File: src/ppp_pkg.sv
// constants, commands and states of the parallel programming port
package ppp_pkg;
  // timing
  localparam int CLK_NS = 8;
  localparam int ENTRY_GUARD_NS = 100;
  localparam int ENTRY_GUARD_CYC = (ENTRY_GUARD_NS + CLK_NS - 1) / CLK_NS;
  localparam logic [2:0] XTAL_TOGGLES = 3'h6;
  // positions in the synchronised pin vector
  localparam int P_XTAL = 0;
  localparam int P_XA0 = 1;
  localparam int P_XA1 = 2;
  localparam int P_BS1 = 3;
  localparam int P_BS2 = 4;
  localparam int P_PGL = 5;
  localparam int P_WRN = 6;
  localparam int P_OEN = 7;
  localparam int P_HV = 8;
  localparam int P_RSTN = 9;
  localparam int P_DAT = 10;
  localparam int PIN_W = 18;
  // strobe actions
  localparam logic [1:0] ACT_ADDR = 2'h0;
  localparam logic [1:0] ACT_DATA = 2'h1;
  localparam logic [1:0] ACT_CMD = 2'h2;
  // command bytes
  localparam logic [7:0] CMD_NOP = 8'h00;
  localparam logic [7:0] CMD_ERASE = 8'h80;
  localparam logic [7:0] CMD_WFUSE = 8'h40;
  localparam logic [7:0] CMD_WLOCK = 8'h20;
  localparam logic [7:0] CMD_WFLASH = 8'h10;
  localparam logic [7:0] CMD_WEE = 8'h11;
  localparam logic [7:0] CMD_RSIG = 8'h08;
  localparam logic [7:0] CMD_RFUSE = 8'h04;
  localparam logic [7:0] CMD_RFLASH = 8'h02;
  localparam logic [7:0] CMD_REE = 8'h03;
  // fuse and lock reset values, bit positions
  localparam logic [7:0] FUSE_LO_RST = 8'h62;
  localparam logic [7:0] FUSE_HI_RST = 8'h99;
  localparam logic [7:0] FUSE_EX_RST = 8'hff;
  localparam logic [7:0] LOCK_RST = 8'hff;
  localparam int FUSE_HI_EEKEEP = 3;
  localparam int LOCK_FIRST = 0;
  localparam logic [7:0] UNMAPPED = 8'hff;
  typedef enum {ST_IDLE, ST_ERASE, ST_PROG, ST_WAIT} ppp_state_t;
endpackage : ppp_pkg

File: src/ppp_port.sv
// parallel programming port, device side
`timescale 1ns/1ns
`default_nettype none
module ppp_port #(
  parameter int FLASH_PAGE_WORDS = 64,
  parameter int EE_PAGE_BYTES = 4,
  parameter logic [15:0] ERASE_CYCLES = 16'h0200,
  parameter logic [15:0] PROG_CYCLES = 16'h0100,
  parameter logic [15:0] FUSE_CYCLES = 16'h0040,
  parameter logic [7:0] SIG_BYTE0 = 8'h5a, // arbitrary value
  parameter logic [7:0] SIG_BYTE1 = 8'h21, // arbitrary value
  parameter logic [7:0] SIG_BYTE2 = 8'h07, // arbitrary value
  parameter logic [7:0] CAL_BYTE = 8'h80
) (
  // clock and reset
  input wire logic i_core_clk,
  input wire logic i_reset,
  // programming pins
  input wire logic i_crystal_input_strobe,
  input wire logic i_xtal_action_bit0,
  input wire logic i_xtal_action_bit1,
  input wire logic i_byte_select_one,
  input wire logic i_byte_select_two,
  input wire logic i_page_buffer_latch,
  input wire logic i_write_strobe_n,
  input wire logic i_output_enable_n,
  input wire logic i_reset_pin_n,
  input wire logic i_reset_high_voltage,
  input wire logic [7:0] i_data,
  output logic [7:0] o_data,
  output logic o_data_oe_n,
  output logic o_ready_busy_n,
  // nonvolatile array
  output logic o_nv_we,
  output logic o_nv_eeprom,
  output logic [15:0] o_nv_addr,
  output logic [15:0] o_nv_wdata,
  input wire logic [15:0] i_nv_rdata,
  output logic o_nv_erase,
  output logic o_nv_erase_eeprom,
  // status
  output logic o_prog_mode,
  output logic [23:0] o_fuse_active,
  output logic o_eeprom_keep,
  output logic [7:0] o_lock_bits,
  output logic [7:0] o_oscillator_trim_register
);
  localparam int FW = $clog2(FLASH_PAGE_WORDS);
  localparam logic [FW-1:0] F_LAST = FW'(FLASH_PAGE_WORDS - 1);
  localparam logic [FW-1:0] E_LAST = FW'(EE_PAGE_BYTES - 1);

  typedef struct packed {
    logic [ppp_pkg::PIN_W-1:0] s1;
    logic [ppp_pkg::PIN_W-1:0] s2;
    logic [ppp_pkg::PIN_W-1:0] prv;
    ppp_pkg::ppp_state_t st;
    logic [7:0] cmd;
    logic [7:0] ahi;
    logic [7:0] alo;
    logic [7:0] dlo;
    logic [7:0] dhi;
    logic [FLASH_PAGE_WORDS-1:0][15:0] pbuf;
    logic [FLASH_PAGE_WORDS-1:0] pval;
    logic [FW-1:0] idx;
    logic [15:0] tmr;
    logic [2:0][7:0] fuse;
    logic [2:0][7:0] fact;
    logic [7:0] lock;
    logic [7:0] dout;
    logic [7:0] trim;
    logic prog;
    logic arm;
    logic rdy;
    logic we;
    logic erase;
    logic ee_erase;
    logic [2:0] xcnt;
    logic [3:0] grd;
    logic [15:0] nva;
    logic [15:0] nvd;
  } ppp_regs_t;

  ppp_regs_t r_q;
  ppp_regs_t r_d;

  // page slot of the current address, eeprom pages are narrower
  function automatic logic [FW-1:0] slot(input logic [7:0] lo,
                                         input logic ee);
    slot = ee ? (FW'(lo) & E_LAST) : (FW'(lo) & F_LAST);
  endfunction : slot

  // word address with the in-page bits replaced by a slot
  function automatic logic [15:0] page_addr(input logic [15:0] a,
                                            input logic [FW-1:0] i,
                                            input logic ee);
    logic [15:0] m;
    m = ee ? 16'(E_LAST) : 16'(F_LAST);
    page_addr = (a & ~m) | (16'(i) & m);
  endfunction : page_addr

  ////////////////////////////////////////////////////////////////////////////
  // next state
  always_comb
  begin
    logic [ppp_pkg::PIN_W-1:0] s;
    logic [ppp_pkg::PIN_W-1:0] p;
    logic [7:0] din;
    logic [3:0] pat;
    logic xrise;
    logic wrfall;
    logic plrise;
    logic ee;
    logic [1:0] fsel;
    s = r_q.s2;
    p = r_q.prv;
    din = s[ppp_pkg::P_DAT +: 8];
    pat = {s[ppp_pkg::P_PGL], s[ppp_pkg::P_XA1], s[ppp_pkg::P_XA0],
           s[ppp_pkg::P_BS1]};
    xrise = s[ppp_pkg::P_XTAL] & ~p[ppp_pkg::P_XTAL];
    wrfall = ~s[ppp_pkg::P_WRN] & p[ppp_pkg::P_WRN];
    plrise = s[ppp_pkg::P_PGL] & ~p[ppp_pkg::P_PGL];
    ee = (r_q.cmd == ppp_pkg::CMD_WEE) || (r_q.cmd == ppp_pkg::CMD_REE);
    fsel = {s[ppp_pkg::P_BS2], s[ppp_pkg::P_BS1]};
    r_d = r_q;
    // two flop pin synchroniser
    r_d.s1 = {i_data, i_reset_pin_n, i_reset_high_voltage, i_output_enable_n,
              i_write_strobe_n, i_page_buffer_latch, i_byte_select_two,
              i_byte_select_one, i_xtal_action_bit1, i_xtal_action_bit0,
              i_crystal_input_strobe};
    r_d.s2 = r_q.s1;
    r_d.prv = r_q.s2;
    r_d.we = 1'b0;
    r_d.erase = 1'b0;
    r_d.nva = {r_q.ahi, r_q.alo};

    // entry: strobes under reset low, pattern, then high voltage
    if (!r_q.prog)
    begin
      if (s[ppp_pkg::P_RSTN])
        r_d.xcnt = 3'h0;
      else if (xrise && r_q.xcnt < ppp_pkg::XTAL_TOGGLES)
        r_d.xcnt = r_q.xcnt + 3'h1;
      if (s[ppp_pkg::P_HV] && !p[ppp_pkg::P_HV] &&
          r_q.xcnt >= ppp_pkg::XTAL_TOGGLES && pat == 4'h0)
      begin
        r_d.arm = 1'b1;
        r_d.grd = 4'(ppp_pkg::ENTRY_GUARD_CYC);
      end
      if (r_q.arm)
      begin
        r_d.grd = r_q.grd - 4'h1;
        if (pat != 4'h0 || !s[ppp_pkg::P_HV])
        begin
          r_d.arm = 1'b0;
          r_d.xcnt = 3'h0;
        end
        else if (r_q.grd == 4'h1)
        begin
          r_d.arm = 1'b0;
          r_d.prog = 1'b1;
          r_d.fact = r_q.fuse;
          r_d.cmd = ppp_pkg::CMD_NOP;
        end
      end
    end
    else if (!s[ppp_pkg::P_HV])
    begin
      // leaving programming mode makes fuse changes active
      r_d.prog = 1'b0;
      r_d.xcnt = 3'h0;
      r_d.fact = r_q.fuse;
    end

    // operation sequencer
    unique case (r_q.st)
      ppp_pkg::ST_IDLE:
      begin
        // loads and strobes only while ready
        if (r_q.prog && xrise)
        begin
          unique case ({s[ppp_pkg::P_XA1], s[ppp_pkg::P_XA0]})
            ppp_pkg::ACT_ADDR:
              if (s[ppp_pkg::P_BS1]) r_d.ahi = din;
              else r_d.alo = din;
            ppp_pkg::ACT_DATA:
              if (s[ppp_pkg::P_BS1]) r_d.dhi = din;
              else r_d.dlo = din;
            ppp_pkg::ACT_CMD:
            begin
              r_d.cmd = din;
              if (din == ppp_pkg::CMD_NOP)
                r_d.pval = '0;
            end
            default: ;
          endcase
        end
        if (r_q.prog && plrise && s[ppp_pkg::P_BS1])
        begin
          // fill the page buffer slot picked by the low address
          r_d.pbuf[slot(r_q.alo, ee)] =
            ee ? {8'h00, r_q.dlo} : {r_q.dhi, r_q.dlo};
          r_d.pval[slot(r_q.alo, ee)] = 1'b1;
        end
        if (r_q.prog && wrfall)
        begin
          unique case (r_q.cmd)
            ppp_pkg::CMD_ERASE:
            begin
              r_d.erase = 1'b1;
              r_d.ee_erase = r_q.fuse[1][ppp_pkg::FUSE_HI_EEKEEP];
              r_d.tmr = ERASE_CYCLES;
              r_d.rdy = 1'b0;
              r_d.st = ppp_pkg::ST_ERASE;
            end
            ppp_pkg::CMD_WFLASH, ppp_pkg::CMD_WEE:
            begin
              r_d.idx = '0;
              r_d.rdy = 1'b0;
              r_d.st = ppp_pkg::ST_PROG;
            end
            ppp_pkg::CMD_WFUSE:
            begin
              // low, high or extended fuse byte, refused once locked
              if (r_q.lock[ppp_pkg::LOCK_FIRST])
              begin
                if (fsel == 2'h1) r_d.fuse[1] = r_q.dlo;
                else if (fsel == 2'h2) r_d.fuse[2] = r_q.dlo;
                else r_d.fuse[0] = r_q.dlo;
              end
              r_d.tmr = FUSE_CYCLES;
              r_d.rdy = 1'b0;
              r_d.st = ppp_pkg::ST_WAIT;
            end
            ppp_pkg::CMD_WLOCK:
            begin
              r_d.lock = r_q.lock & r_q.dlo; // lock bits only program
              r_d.tmr = FUSE_CYCLES;
              r_d.rdy = 1'b0;
              r_d.st = ppp_pkg::ST_WAIT;
            end
            default: ;
          endcase
        end
      end
      ppp_pkg::ST_ERASE:
      begin
        // fuses untouched; locks cleared only when memory is blank
        r_d.tmr = r_q.tmr - 16'h1;
        if (r_q.tmr <= 16'h1)
        begin
          r_d.lock = ppp_pkg::LOCK_RST;
          r_d.rdy = 1'b1;
          r_d.st = ppp_pkg::ST_IDLE;
        end
      end
      ppp_pkg::ST_PROG:
      begin
        // walk the buffer, writing every latched slot
        if (r_q.pval[r_q.idx])
        begin
          r_d.we = 1'b1;
          r_d.nva = page_addr({r_q.ahi, r_q.alo}, r_q.idx, ee);
          r_d.nvd = r_q.pbuf[r_q.idx];
        end
        r_d.idx = r_q.idx + FW'(1);
        if (r_q.idx == (ee ? E_LAST : F_LAST))
        begin
          r_d.pval = '0;
          r_d.tmr = PROG_CYCLES;
          r_d.st = ppp_pkg::ST_WAIT;
        end
      end
      ppp_pkg::ST_WAIT:
      begin
        r_d.tmr = r_q.tmr - 16'h1;
        if (r_q.tmr <= 16'h1)
        begin
          r_d.rdy = 1'b1;
          r_d.st = ppp_pkg::ST_IDLE;
        end
      end
    endcase

    // read data, selected by command and byte selects
    unique case (r_q.cmd)
      ppp_pkg::CMD_RFLASH:
        r_d.dout = s[ppp_pkg::P_BS1] ? i_nv_rdata[15:8] : i_nv_rdata[7:0];
      ppp_pkg::CMD_REE:
        r_d.dout = i_nv_rdata[7:0];
      ppp_pkg::CMD_RFUSE:
        unique case (fsel)
          2'h0: r_d.dout = r_q.fuse[0];
          2'h3: r_d.dout = r_q.fuse[1];
          2'h2: r_d.dout = r_q.fuse[2];
          default: r_d.dout = r_q.lock;
        endcase
      ppp_pkg::CMD_RSIG:
        // readable even when locked
        if (s[ppp_pkg::P_BS1])
          r_d.dout = (r_q.alo == 8'h00) ? CAL_BYTE : ppp_pkg::UNMAPPED;
        else if (r_q.alo == 8'h00) r_d.dout = SIG_BYTE0;
        else if (r_q.alo == 8'h01) r_d.dout = SIG_BYTE1;
        else if (r_q.alo == 8'h02) r_d.dout = SIG_BYTE2;
        else r_d.dout = ppp_pkg::UNMAPPED;
      default: r_d.dout = ppp_pkg::UNMAPPED;
    endcase
  end

  ////////////////////////////////////////////////////////////////////////////
  // state register; reset also models power-up of the fuse store
  always_ff @(posedge i_core_clk)
  begin
    if (i_reset)
    begin
      r_q <= '0;
      r_q.st <= ppp_pkg::ST_IDLE;
      r_q.cmd <= ppp_pkg::CMD_NOP;
      r_q.fuse <= {ppp_pkg::FUSE_EX_RST, ppp_pkg::FUSE_HI_RST,
                   ppp_pkg::FUSE_LO_RST};
      r_q.fact <= {ppp_pkg::FUSE_EX_RST, ppp_pkg::FUSE_HI_RST,
                   ppp_pkg::FUSE_LO_RST};
      r_q.lock <= ppp_pkg::LOCK_RST;
      r_q.dout <= ppp_pkg::UNMAPPED;
      r_q.trim <= CAL_BYTE;
      r_q.rdy <= 1'b1;
      r_q.s1 <= '1;
      r_q.s2 <= '1;
      r_q.prv <= '1;
    end
    else
      r_q <= r_d;
  end

  ////////////////////////////////////////////////////////////////////////////
  // outputs
  assign o_data = r_q.dout;
  // driven only in programming mode with output enable low
  assign o_data_oe_n = ~(r_q.prog & ~r_q.s2[ppp_pkg::P_OEN]);
  assign o_ready_busy_n = r_q.rdy;
  assign o_nv_we = r_q.we;
  assign o_nv_eeprom = (r_q.cmd == ppp_pkg::CMD_WEE) ||
                       (r_q.cmd == ppp_pkg::CMD_REE);
  assign o_nv_addr = r_q.nva;
  assign o_nv_wdata = r_q.nvd;
  assign o_nv_erase = r_q.erase;
  assign o_nv_erase_eeprom = r_q.erase & r_q.ee_erase;
  assign o_prog_mode = r_q.prog;
  assign o_fuse_active = r_q.fact;
  // the keep fuse acts as soon as it is written
  assign o_eeprom_keep = ~r_q.fuse[1][ppp_pkg::FUSE_HI_EEKEEP];
  assign o_lock_bits = r_q.lock;
  assign o_oscillator_trim_register = r_q.trim;
endmodule : ppp_port
`default_nettype wire

File: config.mk
export PLATFORM = sky130hd
export DESIGN_NAME = ppp_port
export DESIGN_NICKNAME = d
export VERILOG_FILES = /design/src/ppp_pkg.sv /design/src/ppp_port.sv
export SDC_FILE = /design/constraint.sdc
export NUM_CORES = 2
export LEC_CHECK = 0
export ABC_CLOCK_PERIOD_IN_PS = 5600
export BUFFER_PORTS_ARGS = -buffer_cell sky130_fd_sc_hd__clkbuf_2
export CORE_MARGIN = 3
export CORE_UTILIZATION = 31
export CTS_BUF_LIST = sky130_fd_sc_hd__clkbuf_16
export DETAILED_ROUTE_END_ITERATION = 12
export PLACE_DENSITY_LB_ADDON = 0.1
export SLEW_MARGIN = 0
export SYNTH_ARGS = -nofsm -noshare
export SYNTH_HDL_FRONTEND = slang
export SYNTH_SLANG_ARGS = --single-unit
export TNS_END_PERCENT = 100
File: constraint.sdc
create_clock -name i_core_clk -period 5.6 [get_ports i_core_clk]
set_clock_uncertainty 0.15 [all_clocks]
set_input_delay 1.12 -clock i_core_clk [delete_from_list [all_inputs] [get_ports i_core_clk]]
set_output_delay 1.12 -clock i_core_clk [all_outputs]
set_load 0.02 [all_outputs]
# ---- After elaboration in Yosys (flattened, before gate mapping)
# Index checks and enable logic that the tools add are counted.
dict set report word_totals {
  register_bits 1336
  n_memories 0
  latchBits 0
  ramBits 0
  rom_bits 0
  out_inout_bits 88
}
dict set report classes {
  eq_ne 32
  n_shift 0
  magnitude_cmp 6
  n_addsub 4
  n_reduce_logical 50
  mul 0
  div_mod_pow 0
  bitwise 24
  muxes 89
}
# op n
set op_table {}
lappend op_table {{$mux W1088} 1}
lappend op_table {{$mux W1064} 1}
lappend op_table {{$bwmux W1024} 1}
lappend op_table {{$mux W64} 5}
lappend op_table {{$pmux W32 S3} 2}
lappend op_table {{$mux W8} 22}
lappend op_table {{$mux W24} 7}
lappend op_table {{$mux W32} 5}
lappend op_table {{$pmux W70 S2} 1}
lappend op_table {{$bmux W16 S6} 1}
lappend op_table {{$demux W16 S6} 1}
lappend op_table {{$mux W16} 6}
lappend op_table {{$eq A32 B2 Y1 const B} 2}
lappend op_table {{$or A64 B64 Y64} 1}
lappend op_table {{$pmux W16 S3} 1}
lappend op_table {{$mux W46} 1}
lappend op_table {{$mux W40} 1}
lappend op_table {{$eq A32 B1 Y1 const B} 1}
lappend op_table {{$logic_not A32 Y1} 1}
lappend op_table {{$pmux W16 S2} 1}
lappend op_table {{$pmux W8 S4} 1}
lappend op_table {{$reduce_and A4 Y1} 8}
lappend op_table {{$eq A8 B2 Y1 const B} 3}
lappend op_table {{$mux W6} 4}
lappend op_table {{other kinds (56)} 127}

# ---- Depth between registers and ports, before layout
dict set report depth {
  ltp_word 10
  ltp_mapped 12
}

# ---- Worst setup path after synthesis
# OpenSTA, ideal clock, no wires.
dict set report synth_path {
  kind {register to output}
  startpoint {register r_q[1264] (netlist name)}
  endpoint {output o_nv_eeprom}
  n_path_buf 3
  t_arrival_ns 1.412
  required_ns 4.330
  path_stages_with_launch 7
  setup_slack_ns 2.918
  path_cell_list {dfxtp_1 > buf_2 > nor3_1 > nand4_1 > buf_2 > clkbuf_1 > inv_1}
}
dict set report synth_via {
  elab_chain_cells 2
  word_cells_on_any_way 3
}
# element line
set synth_rtl {}
lappend synth_rtl {{start: declaration} ppp_port.sv:83} ;# ppp_regs_t r_q;
lappend synth_rtl {{start signal: assignment} ppp_port.sv:331} ;# r_q <= r_d;
lappend synth_rtl {{$eq A8 B5 Y1 or $eq A8 B2 Y1 (tied branches)} {ppp_port.sv:341, ppp_port.sv:342}}
lappend synth_rtl {{$logic_or A1 B1 Y1 (*)} ppp_port.sv:341} ;# assign o_nv_eeprom = (r_q.cmd == ppp_pkg::CMD_WEE) ||
lappend synth_rtl {{end: declaration} ppp_port.sv:35} ;# output logic o_nv_eeprom,
# Every way passes the cells marked *; elsewhere a longest branch is shown, timed or not.

# ---- Final worst setup path
# Same ends and word-level chain as after synthesis.

==> qor.yml <==
run_status:
  status: "complete, no violations"
setup_path:
  endpoint: "o_nv_eeprom"
  required_ns: 4.33
  ff2ff_path_depth: 7
  crit_start: "r_q[1264]"
  reg2reg_from: "o_prog_mode"
  cp_max_fo: 8
  path_depth: 4
  max_stage_delay_ns: 0.48
  crit_buf_inv: 2
  crit_chain: "nor3_1 -> nand4_1 -> inv_1 -> clkbuf_2"
  rrSetupSlack_ns: 1.67
  cp_top_family: "simple AND/OR/NAND/NOR gates"
  slowest_stage: "nand4_1"
  crit_arrival_ns: 2.67
  end_kind: "output port"
  critPathKind: "register to output port"
  start_kind: "register"
cts:
  cts_tree: "yes"
  postCtsSetupBuffers: 0
  hold_buffers: 0
  cts_root_buffer: "clkbuf_16"
  clock_latency_ns: 0.80
  cts_buffers: 153
  htreeDepth: 4
  path_clk_slew_ns: 0.06
  cts.sinks: 1301
  clock_path_buffers: 3
  cts_resized: 0
routing:
  vias: 45795
  wl_per_cell_um: 24.4
  final_antenna_net_count: 0
  dr.pass1.iters: 6
  drtIter0Drc: 3982
  vias_per_cell: 5.32
  drc: 0
  finalWirelength_um: 210000
timing:
  setup_tns_ns: 0
  max_freq_mhz: 254
  finalCritPeriodShare_pct: 70.3
  slew_viol_final: 0
  rsz0062_at_grt: "no"
  slew_headroom_pct: 16.1
  hold_slack_ns: 0.264
  worst_pin_slew_ns: 1.26
  setup_viol: 0
  period_minus_slack_ns: 3.94
  hold_viol: 0
synthesis:
  synthArstFlopShare_pct: 0
  synth_edf_count: 0
  ys_types: 77
  yosysSeqAreaShare_pct: 46.4
  synth_top_flop_cell: "dfxtp_1"
  synth_warnings: 0
  synth_cells: 6468
  yosys_register_bits: 1301
  syn_area_um2: 56200
  syn_area_per_cell_um2: 8.69
die:
  initial_core_util_pct: 31.3
  core-area_um2: 179000
  dieArea_um2: 186000
  die_w_um: 432
  row_count: 155
  die_y_um: 432
  io_pins: 124
placement:
  hpwl_um: 126000
  gp_congestion: 0.818
  portBuffers: 115
run:
  drv_cap: 0
finish:
  nets: 6187
  syn_to_final_growth_pct: 11.0
  utilization_pct: 34.8
  mostFrequentLayoutCells: "nand2_1, dfxtp_1, a21oi_1"
  drive_above_1_share_pct: 13.9
  layout_commonest_cell: "nand2_1"
grt:
  grt_max_degree: 226
  grt_use_total_pct: 21.9
  grt_remaining_overflow: 0
  grt_pass1_vias: 43643
  grt_pass1_wl_um: 308000
  grt_antenna_before_repair: 5
power_and_ir_drop:
  p_leak_nw: 20.0
  p_per_area_nw_per_um2: 304
  ir_drop_uv: 233
worst_hold_path:
  hold_path.class: "register to register"
==> per-layer routing <==
layer	track usage, %	vias to the layer above	wire (um)
met5	0	-	0
met2	35.2	1237	97400
met4	5.97	0	5410
met3	2.83	261	9650
li1	-	21470	-
met1	30.8	22827	97300
==> cell families (layout without fill, tap and decap cells) <==
group           count (synthesis)  count (layout)  share of synthesized area [%]
simple gates                 2253            2253                           16.9
other cells                     2              10                         0.0134
buf+inv                       737             515                           5.93
compound gates               1680            1680                           16.1
mux                           471             471                           14.3
xor+xnor                       13              13                          0.203
fa+ha+maj                      11              11                          0.245
flops                        1301            1301                           46.4
==> worst register-to-register path, stage by stage (launching register included) <==
cell,delay (ns)
dfxtp_1,0.62
or3b_1,0.51
nor3_2,0.29
buf_4,0.26
nand4_1,0.73
or3_1,0.96
nand2_1,0.20
a21oi_1,0.08
==> worst min-delay path by stage <==
stage               startpoint   endpoint  slack, ns  cells after the start
CTS                  r_d[1330]  r_d[1312]       0.26                      1
floorplan            r_d[1317]  r_d[1299]       0.24                      1
global route         r_d[1330]  r_d[1312]       0.27                      1
detailed placement   r_d[1330]  r_d[1312]       0.24                      1
global placement     r_d[1330]  r_d[1312]       0.25                      1
finish               r_d[1333]  r_d[1315]       0.26                      1
==> area by class of cell <==
cell class	count	area, um^2
multi-input combinational	4436	26900
clock buffer	153	3830
timing repair buffer	228	1620
tap	2355	2950
inverter	20	75.1
sequential	1301	26100
fill	18319	117000
clock inverter	114	866
antenna	2	5.00
==> cells in the mapped netlist, drive strengths merged (23+ instances only) <==
| cell | instances | share of area [%] |
|---|---|---|
| nand2 | 1682 | 11 |
| a22oi | 66 | 0.88 |
| nand3 | 45 | 0.40 |
| or3 | 24 | 0.28 |
| o21ai | 385 | 3.4 |
| nor2b | 23 | 0.26 |
| or2 | 66 | 0.73 |
| a21oi | 1096 | 9.8 |
| buf | 261 | 2.8 |
| dfxtp | 1301 | 46 |
| nor2 | 283 | 2.2 |
| mux4 | 264 | 11 |
| nor3 | 38 | 0.56 |
| clkbuf | 456 | 3.0 |
| mux2i | 186 | 3.3 |
==> metrics by stage <==
step                      cells  instance area, um^2  total power [mW]  worst slack [ns]
final                      8609                62400              19.0              1.66
after floorplan            6474                56200              9.64              2.92
after CTS                  8607                62400              19.3              1.59
after global placement     8340                57700              9.71              1.79
after detailed placement   8340                57700              9.71              1.71
after global routing       8607                62400              19.6              1.43
==> power breakdown <==
part           internal (mW)  switching [mW]  total, mW
logic                 0.0403           0.192      0.232
registers               9.26          0.0119       9.28
clock network           5.27            4.21       9.48
total                   14.6            4.41       19.0
Note: power is estimated with default switching activity, not from simulation.
